### src/verilog/drive_run_pkg.sv
// Shared constants and carrier types for the drive run gating and ramp timing block
package drive_run_pkg;

  localparam int CLK_HZ = 25_000_000;
  // Finest ramp time step in milliseconds and its cycle count
  localparam int FINE_STEP_MS = 10;
  localparam int FINE_STEP_CYCLES = CLK_HZ / 1000 * FINE_STEP_MS;
  // Coarse step (0.1 s) is ten fine steps; restart delay also counts in 0.1 s
  localparam logic [3:0] FINE_PER_COARSE = 4'ha;

  localparam int FREQ_W = 16;
  localparam int TIME_W = 16;

  localparam logic [2:0] SRC_KEYPAD = 3'h0;
  localparam logic [2:0] SRC_TERM_FWD_REV = 3'h1;
  localparam logic [2:0] SRC_TERM_RUN_DIR = 3'h2;

  localparam logic [1:0] LOCK_NONE = 2'h0;
  localparam logic [1:0] LOCK_FWD = 2'h1;
  localparam logic [1:0] LOCK_REV = 2'h2;

  localparam int SS_BIT_RESTART = 2;
  localparam int SS_BIT_POWER_ON = 4;

  localparam logic DIR_FWD = 1'b0;
  localparam logic DIR_REV = 1'b1;

  localparam logic REF_TOP_FREQ = 1'b0;
  localparam logic REF_DELTA_FREQ = 1'b1;
  localparam logic UNIT_FINE = 1'b0;
  localparam logic UNIT_COARSE = 1'b1;

  localparam logic [3:0] RESTART_COUNT_MAX = 4'ha;
  localparam logic [3:0] RESTART_COUNT_RESET = 4'h0;
  localparam logic [9:0] RESTART_DELAY_MAX = 10'h0258;
  localparam logic [9:0] RESTART_DELAY_RESET = 10'h000a;
  localparam logic [TIME_W-1:0] ACCEL_RESET = 16'h0032;
  localparam logic [TIME_W-1:0] DECEL_RESET = 16'h0064;
  localparam logic [TIME_W-1:0] RAMP_TIME_MAX = 16'h1770;
  localparam logic [FREQ_W-1:0] TOP_FREQ_RESET = 16'h1770;

  typedef enum logic [3:0] {
    ST_IDLE = 4'b0001,
    ST_RUN = 4'b0010,
    ST_TRIP = 4'b0100,
    ST_WAIT = 4'b1000
  } run_state_t;

  typedef struct packed {
    logic [2:0] command_source;
    logic [1:0] direction_lock;
    logic rotation_direction_select;
    logic power_on_run_enable;
    logic [7:0] speed_search_options;
    logic trip_reset_restart_enable;
    logic [3:0] auto_restart_count;
    logic [9:0] auto_restart_delay;
    logic ramp_reference_select;
    logic ramp_time_unit;
    logic [TIME_W-1:0] accel_time;
    logic [TIME_W-1:0] decel_time;
    logic [FREQ_W-1:0] top_frequency;
    logic [FREQ_W-1:0] target_frequency;
  } drive_cfg_t;

  typedef struct packed {
    logic output_on;
    logic direction;
    logic speed_search_start;
    logic tripped;
    logic [3:0] restart_attempts;
    logic [FREQ_W-1:0] output_frequency;
  } drive_status_t;

endpackage

### src/verilog/drive_run_ctrl.sv
// Run command gating, power-up autorun, trip restart and ramp time base of the drive
//
// Notes on behaviour
// - Lock code: 0 none, 1 forward, 2 reverse
// - Direction select cannot turn into locked direction
// - Autorun starts at power-up if terminal run on
// - Without autorun, run needs off then on
// - Options bit 4: speed search on autorun start
// - No speed search: plain start, accelerate from zero
// - Fault trip cuts output at once
// - Options bit 2: speed search on restart
// - Restart enabled: run resumes on fault reset
// - Restart count 0-10, delay 0-60 s
// - Ramp reference: 0 top frequency, 1 delta
// - Ramp time spans zero to top frequency with reference 0
// - Ramp times 0.0 to 600.0 s, defaults 5/10
// - Time unit: 0 gives 0.01 s, 1 gives 0.1 s
// - Unit change keeps count, rescales time
// - Mode 1: fwd/rev inputs, both or none stop
// - Mode 2: run input plus direction input
`timescale 1ns/10ps
module drive_run_ctrl
  import drive_run_pkg::*;
#(
  parameter int FINE_CYCLES = FINE_STEP_CYCLES
)
(
  input wire logic clk,
  input wire logic rstn,
  input wire drive_cfg_t cfg,
  input wire logic forward_run_input,
  input wire logic second_run_input,
  input wire logic fault_trip,
  input wire logic fault_reset,
  output drive_status_t status
);

  typedef struct packed {
    run_state_t state;
    logic powered;
    logic armed;
    logic autorun_pending;
    logic dir;
    logic search;
    logic [3:0] attempts;
    logic [9:0] delay_cnt;
    logic [31:0] fine_cnt;
    logic [3:0] coarse_cnt;
    logic tick_fine;
    logic tick_coarse;
  } ctl_t;

  ctl_t ctl_reg;
  ctl_t ctl_next;
  logic [FREQ_W-1:0] ramp_freq;
  logic [FREQ_W-1:0] ramp_target;
  logic req_on;
  logic req_dir;
  logic locked;
  logic req_ok;
  logic terminal_mode;
  logic [3:0] restart_limit;
  logic [9:0] delay_limit;

  always_comb begin
    logic raw_dir;
    terminal_mode = (cfg.command_source == SRC_TERM_FWD_REV) ||
                    (cfg.command_source == SRC_TERM_RUN_DIR);
    req_on = 1'b0;
    raw_dir = DIR_FWD;
    if (cfg.command_source == SRC_TERM_FWD_REV) begin
      req_on = forward_run_input ^ second_run_input;
      raw_dir = second_run_input ? DIR_REV : DIR_FWD;
    end else if (cfg.command_source == SRC_TERM_RUN_DIR) begin
      req_on = forward_run_input;
      raw_dir = second_run_input ? DIR_REV : DIR_FWD;
    end
    // Direction select reverses sense, but the lock check sees the final direction
    req_dir = raw_dir ^ cfg.rotation_direction_select;
    locked = req_on && (((cfg.direction_lock == LOCK_FWD) && (req_dir == DIR_FWD)) ||
                        ((cfg.direction_lock == LOCK_REV) && (req_dir == DIR_REV)));
    req_ok = req_on && !locked && ctl_reg.armed;
    // Settings beyond range are clamped to the top of range
    restart_limit = (cfg.auto_restart_count > RESTART_COUNT_MAX) ? RESTART_COUNT_MAX :
                    cfg.auto_restart_count;
    delay_limit = (cfg.auto_restart_delay > RESTART_DELAY_MAX) ? RESTART_DELAY_MAX :
                  cfg.auto_restart_delay;
  end

  always_comb begin
    ctl_next = ctl_reg;
    ctl_next.tick_fine = 1'b0;
    ctl_next.tick_coarse = 1'b0;
    ctl_next.search = 1'b0;
    if (ctl_reg.fine_cnt >= 32'(FINE_CYCLES - 1)) begin
      ctl_next.fine_cnt = 32'h0000_0000;
      ctl_next.tick_fine = 1'b1;
      if (ctl_reg.coarse_cnt >= FINE_PER_COARSE - 4'h1) begin
        ctl_next.coarse_cnt = 4'h0;
        ctl_next.tick_coarse = 1'b1;
      end else begin
        ctl_next.coarse_cnt = ctl_reg.coarse_cnt + 4'h1;
      end
    end else begin
      ctl_next.fine_cnt = ctl_reg.fine_cnt + 32'h0000_0001;
    end

    if (!ctl_reg.powered) begin
      // First cycle after reset decides whether a run already on may start
      ctl_next.powered = 1'b1;
      ctl_next.armed = cfg.power_on_run_enable && terminal_mode;
      ctl_next.autorun_pending = cfg.power_on_run_enable && terminal_mode;
    end else if (!req_on) begin
      ctl_next.armed = 1'b1;
      ctl_next.autorun_pending = 1'b0;
    end

    if (fault_trip && (ctl_reg.state != ST_TRIP)) begin
      ctl_next.state = ST_TRIP;
      ctl_next.armed = 1'b0;
      ctl_next.autorun_pending = 1'b0;
    end else begin
      unique case (ctl_reg.state)
        ST_IDLE: begin
          if (ctl_reg.powered && req_ok) begin
            ctl_next.state = ST_RUN;
            ctl_next.dir = req_dir;
            ctl_next.search = ctl_reg.autorun_pending &&
                              cfg.speed_search_options[SS_BIT_POWER_ON];
            ctl_next.autorun_pending = 1'b0;
          end
        end
        ST_RUN: begin
          // Reversal or stop waits for the ramp to reach zero first
          if (ramp_freq == '0 && ramp_target == '0) begin
            if (req_ok) begin
              ctl_next.dir = req_dir;
            end else begin
              ctl_next.state = ST_IDLE;
              ctl_next.attempts = 4'h0;
            end
          end
        end
        ST_TRIP: begin
          // A reset while the fault still stands must not bring the output back
          if (fault_reset && !fault_trip) begin
            if (cfg.trip_reset_restart_enable && req_on && !locked) begin
              ctl_next.state = ST_RUN;
              ctl_next.dir = req_dir;
              ctl_next.armed = 1'b1;
              ctl_next.search = cfg.speed_search_options[SS_BIT_RESTART];
            end else begin
              ctl_next.state = ST_IDLE;
            end
          end else if (!fault_trip && (ctl_reg.attempts < restart_limit)) begin
            ctl_next.state = ST_WAIT;
            ctl_next.delay_cnt = 10'h000;
            ctl_next.attempts = ctl_reg.attempts + 4'h1;
          end
        end
        ST_WAIT: begin
          if (ctl_reg.delay_cnt >= delay_limit) begin
            if (req_on && !locked) begin
              ctl_next.state = ST_RUN;
              ctl_next.dir = req_dir;
              ctl_next.armed = 1'b1;
              ctl_next.search = cfg.speed_search_options[SS_BIT_RESTART];
            end else begin
              ctl_next.state = ST_IDLE;
            end
          end else if (ctl_reg.tick_coarse) begin
            ctl_next.delay_cnt = ctl_reg.delay_cnt + 10'h001;
          end
        end
      endcase
    end
  end

  always_ff @(posedge clk or negedge rstn) begin
    if (!rstn) begin
      ctl_reg <= '{state: ST_IDLE, default: '0};
    end else begin
      ctl_reg <= ctl_next;
    end
  end

  // Running toward target only while the request still matches the running direction
  assign ramp_target = (ctl_reg.state == ST_RUN && req_ok && req_dir == ctl_reg.dir) ?
                       cfg.target_frequency : '0;

  ramp_stepper u_ramp (
    .clk(clk),
    .rstn(rstn),
    // Stored counts stay as set; only the tick rate follows the unit
    .tick(cfg.ramp_time_unit == UNIT_COARSE ? ctl_reg.tick_coarse : ctl_reg.tick_fine),
    .hold_zero(ctl_reg.state != ST_RUN),
    .reference_select(cfg.ramp_reference_select),
    .top_frequency(cfg.top_frequency),
    .accel_time(cfg.accel_time > RAMP_TIME_MAX ? RAMP_TIME_MAX : cfg.accel_time),
    .decel_time(cfg.decel_time > RAMP_TIME_MAX ? RAMP_TIME_MAX : cfg.decel_time),
    .target(ramp_target),
    .freq(ramp_freq)
  );

  assign status.output_on = ctl_reg.state == ST_RUN;
  assign status.direction = ctl_reg.dir;
  assign status.speed_search_start = ctl_reg.search;
  assign status.tripped = ctl_reg.state == ST_TRIP;
  assign status.restart_attempts = ctl_reg.attempts;
  assign status.output_frequency = ramp_freq;

endmodule

### src/verilog/ramp_stepper.sv
// Frequency ramp generator: steps output frequency toward a target at a set time rate
`timescale 1ns/10ps
module ramp_stepper
  import drive_run_pkg::*;
(
  input wire logic clk,
  input wire logic rstn,
  input wire logic tick,
  input wire logic hold_zero,
  input wire logic reference_select,
  input wire logic [FREQ_W-1:0] top_frequency,
  input wire logic [TIME_W-1:0] accel_time,
  input wire logic [TIME_W-1:0] decel_time,
  input wire logic [FREQ_W-1:0] target,
  output logic [FREQ_W-1:0] freq
);

  typedef struct packed {
    logic [FREQ_W-1:0] freq;
    logic [31:0] acc;
    logic [FREQ_W-1:0] span;
    logic [FREQ_W-1:0] last_target;
  } ramp_t;

  ramp_t ramp_reg;
  ramp_t ramp_next;

  always_comb begin
    logic up;
    logic [TIME_W-1:0] ramp_time;
    logic [31:0] sum;
    up = target > ramp_reg.freq;
    ramp_time = up ? accel_time : decel_time;
    sum = ramp_reg.acc + (tick ? 32'(ramp_reg.span) : 32'h0000_0000);
    ramp_next = ramp_reg;
    if (hold_zero) begin
      // Output cut: frequency drops to zero at once, no ramp
      ramp_next = '0;
    end else if (target != ramp_reg.last_target) begin
      ramp_next.last_target = target;
      ramp_next.acc = 32'h0000_0000;
      if (reference_select == REF_DELTA_FREQ) begin
        ramp_next.span = up ? target - ramp_reg.freq : ramp_reg.freq - target;
      end else begin
        // Full 0 to top frequency takes exactly the set time
        ramp_next.span = top_frequency;
      end
    end else if (ramp_reg.freq == target) begin
      ramp_next.acc = 32'h0000_0000;
    end else if (ramp_time == '0) begin
      ramp_next.freq = target;
    end else begin
      // One frequency unit per clock at most; ticks are far apart so this never lags
      if (sum >= 32'(ramp_time)) begin
        ramp_next.freq = up ? ramp_reg.freq + 1'b1 : ramp_reg.freq - 1'b1;
        sum = sum - 32'(ramp_time);
      end
      ramp_next.acc = sum;
    end
  end

  always_ff @(posedge clk or negedge rstn) begin
    if (!rstn) begin
      ramp_reg <= '0;
    end else begin
      ramp_reg <= ramp_next;
    end
  end

  assign freq = ramp_reg.freq;

endmodule
### config.mk
export PLATFORM = sky130hd
export DESIGN_NAME = drive_run_ctrl
export DESIGN_NICKNAME = d
export VERILOG_FILES = /design/src/verilog/drive_run_pkg.sv /design/src/verilog/drive_run_ctrl.sv /design/src/verilog/ramp_stepper.sv
export SDC_FILE = /design/constraint.sdc
export NUM_CORES = 1
export LEC_CHECK = 0
export CAP_MARGIN = 30
export CELL_PAD_IN_SITES_DETAIL_PLACEMENT = 0
export CELL_PAD_IN_SITES_GLOBAL_PLACEMENT = 2
export CORE_ASPECT_RATIO = 1.5
export CORE_UTILIZATION = 36
export DETAILED_ROUTE_END_ITERATION = 16
export DONT_BUFFER_PORTS = 1
export PLACE_DENSITY = 0.78
export SYNTH_ARGS = -nofsm -noshare
export SYNTH_HDL_FRONTEND = slang
export SYNTH_SLANG_ARGS = --single-unit
### constraint.sdc
create_clock -name clk -period 8.15 [get_ports clk]
set_input_delay 0.815 -clock clk [delete_from_list [all_inputs] [get_ports clk]]
set_output_delay 0.815 -clock clk [all_outputs]
set_load 0.1 [all_outputs]
==> flow_summary.yaml <==
place:
  post-dp-hpwl_um: 30600
  dp_cells: 2028
  place.gp.congestion: 0.849
  io_buffers: 0
synth:
  yosysMostFrequentCell: "nor2_1"
  yosys_warnings: 0
  seq_area_frac_synth_pct: 27.9
  ys_types: 90
  synth-async-reset-ratio_pct: 100
  avgSynthCellArea_um2: 8.10
  yosys.area.top_type: "dfrtp_1"
  yosys-top-cells-area: "dfrtp_1 (28%), ha_1 (9.4%), nor2_1 (4.5%)"
  synth_edf_count: 0
  synth_top_area_share_pct: 27.7
  synth_top_cells_by_count: "nor2_1 (151), dfrtp_1 (140), nand2_1 (132), a21oi_1 (100), ha_1 (95)"
  synthesis.instances: 1563
  synthFlopType: "dfrtp_1"
  netlist_area_mm2: 0.0127
  ys_ff_latch: 141
power_and_ir_drop:
  seq_power_share_pct: 38.6
  switching_share_pct: 36.4
  clkPwrFrac_pct: 38.2
  power_frac_comb_pct: 23.1
  p_per_area_mw_per_mm2: 151
  p_int_w: 0.00136
  p_sw_w: 0.000776
  p_leak_nw: 6.55
  max-vdd-ir-drop_v: 0.0000876
critical_path:
  critical_path_class: "in2reg"
  crit_path_max_incr_delay_ns: 0.60
  rr_worst_depth: 30
  arrival_ns: 7.99
  crit_path_max_fanout: 12
  worstPathRequired_ns: 8.52
  start_kind: "input port"
  crit_start: "cfg[94]"
  r2r-end: "u_ramp.ramp_reg[63]"
  path_buf_inv: 5
  r2r_slack_ns: 0.58
  reg2reg_from: "status[22]"
  cp_top_family: "simple AND/OR/NAND/NOR gates"
  critPathSlowestCell: "or4_1"
  crit_top_cell: "buf_4"
  end_kind: "flop"
floorplan:
  start_util_pct: 36.7
  die_area_mm2: 0.0359
  die_h_um: 232
  core-area_mm2: 0.0345
  rows: 83
  ios: 126
  die_w_um: 155
routing:
  antenna_left: 0
  wl_um: 39500
  routed_via_density: 5.58
  routedWlPerCell_um: 19.2
  first_iter_violations: 629
  firstDrtPassIters: 5
  drc: 0
  dr_total_vias: 11520
clock_network:
  cts_root_buf: "clkbuf_16"
  worstSkewPairLatency_ns: 0.46
  htree_levels: 4
  cts_tree: "yes"
  cts.clk_slew.worst_paths_ns: 0.07
  cts-resized-gates: 0
  clk_path_buf_depth: 2
  cts_hold_buf: 0
  cts_buffers: 17
  cts_setup_buffers: 0
  numClockSinks: 141
grt:
  gr-total-overflow: 0
  grt_pass1_vias: 11378
  track_usage_pct: 22.5
  grt_max_degree: 142
  grt_pass1_wl_um: 62300
  antenna_found_initial: 1
sta:
  tightest_slew_ns: 1.01
  skew_ns: 0.0157
  tns_ns: 0
  fin_crit_sh_pct: 93.5
  rsz0062_at_grt: "false"
  min_period_ns: 7.62
  slew_headroom_pct: 32.8
  setup_viol: 0
  slew_viol_final: 0
  fmax_ghz: 0.131
  hold_viol_final: 0
cells_and_area:
  nets: 1783
  largest_reg_flops: 64
  drive_gt1_share_pct: 9.97
  final_cells: 2063
  syn2layout_area_growth_pct: 11.4
  fin_util_pct: 40.9
worst_hold_path:
  hp-class: "in2async"
run:
  drv_cap: 0
status:
  status: "complete, no violations"
-- worst max path at each step --
| stage | slack, ns | endpoint | cells after the start |
|---|---|---|---|
| 2_1_floorplan | 0.04 | u_ramp.ramp_reg[61] | 34 |
| 3_3_place_gp | 0.13 | u_ramp.ramp_reg[63] | 29 |
| 3_5_place_dp | 0.08 | u_ramp.ramp_reg[63] | 29 |
| 4_1_cts | 0.54 | u_ramp.ramp_reg[53] | 32 |
| 5_1_grt | 0.009 | u_ramp.ramp_reg[56] | 33 |
| 6_report | 0.53 | u_ramp.ramp_reg[63] | 31 |
-- worst register-to-register path, delay by kind of cell, from the launching register on --
family	cells	cell delay (ns)
compound gates	7	1.62
flops	1	0.44
simple gates	15	3.84
xor+xnor	1	0.13
fa+ha+maj	2	0.67
buf+inv	5	0.79
-- final cells by class --
cell class / instances / area, µm²
Sequential cell: 141 / 3530
Clock inverter: 15 / 168
Tap cell: 467 / 584
Clock buffer: 17 / 425
Multi-Input combinational cell: 1271 / 8500
Antenna cell: 1 / 2.50
Timing Repair Buffer: 73 / 601
Inverter: 78 / 293
Fill cell: 3645 / 20400
-- layout by cell type, fill, tap and decap left out, drive strengths merged, types with 11 or more instances in the layout --
cell type	count
o31ai	16
clkbuf	17
a21o	38
a21oi	102
buf	73
ha	95
o21ai	87
nand4	19
o21bai	11
inv	87
nor2b	30
a211oi	36
or3	24
nand2	133
a31oi	19
nor2	151
dfrtp	140
and2	14
nand2b	15
xnor2	55
conb	18
xor2	45
nor3	59
nand3	60
nor4	26
o21a	12
and3	24
a211o	12
mux2i	22
a311oi	12
-- per-layer routing --
| metal | vias to the layer above | GRT usage [%] | share of wire (%) |
|---|---|---|---|
| li1 | 5694 | - | - |
| met1 | 5561 | 25.2 | 41 |
| met2 | 207 | 41.3 | 53 |
| met3 | 58 | 3.66 | 3.1 |
| met4 | 0 | 9.90 | 3.7 |
| met5 | - | 0 | 0 |
-- through the flow --
step / total power, W / setup WS (ns) / hold slack, ns / area [µm²]
finish: 0.00213 / 0.533 / 0.0557 / 14100
global route: 0.00224 / 0.00939 / 0.0346 / 14100
CTS: 0.00212 / 0.537 / 0.0431 / 14000
detailed placement: 0.00130 / 0.0813 / 0.456 / 13400
global placement: 0.00129 / 0.134 / 0.441 / 13400
floorplan: 0.00120 / 0.0398 / 0.425 / 12700
-- power groups by stage --
stage                     combinational (W)  sequential (W)  clock, W
after global placement             0.000436        0.000854         0
final                              0.000493        0.000824  0.000816
after floorplan                    0.000407        0.000788         0
after detailed placement           0.000444        0.000855         0
after global routing               0.000548        0.000830  0.000864
after CTS                          0.000445        0.000842  0.000836
-- cell families (layout without fill, tap and decap cells) --
kind of cell	after synthesis	after routing	share of synthesized area, %
AOI/OAI and AO/OA	422	422	22.8
xor gates and xnor gates	101	101	7.09
adders and majority gates	99	99	10.0
buffers and inverters	167	183	5.85
DFF	141	141	27.9
muxes	31	31	2.54
other	2	19	0.0593
and+or+nand+nor	600	600	23.8
(Power assumes the default switching activity.)
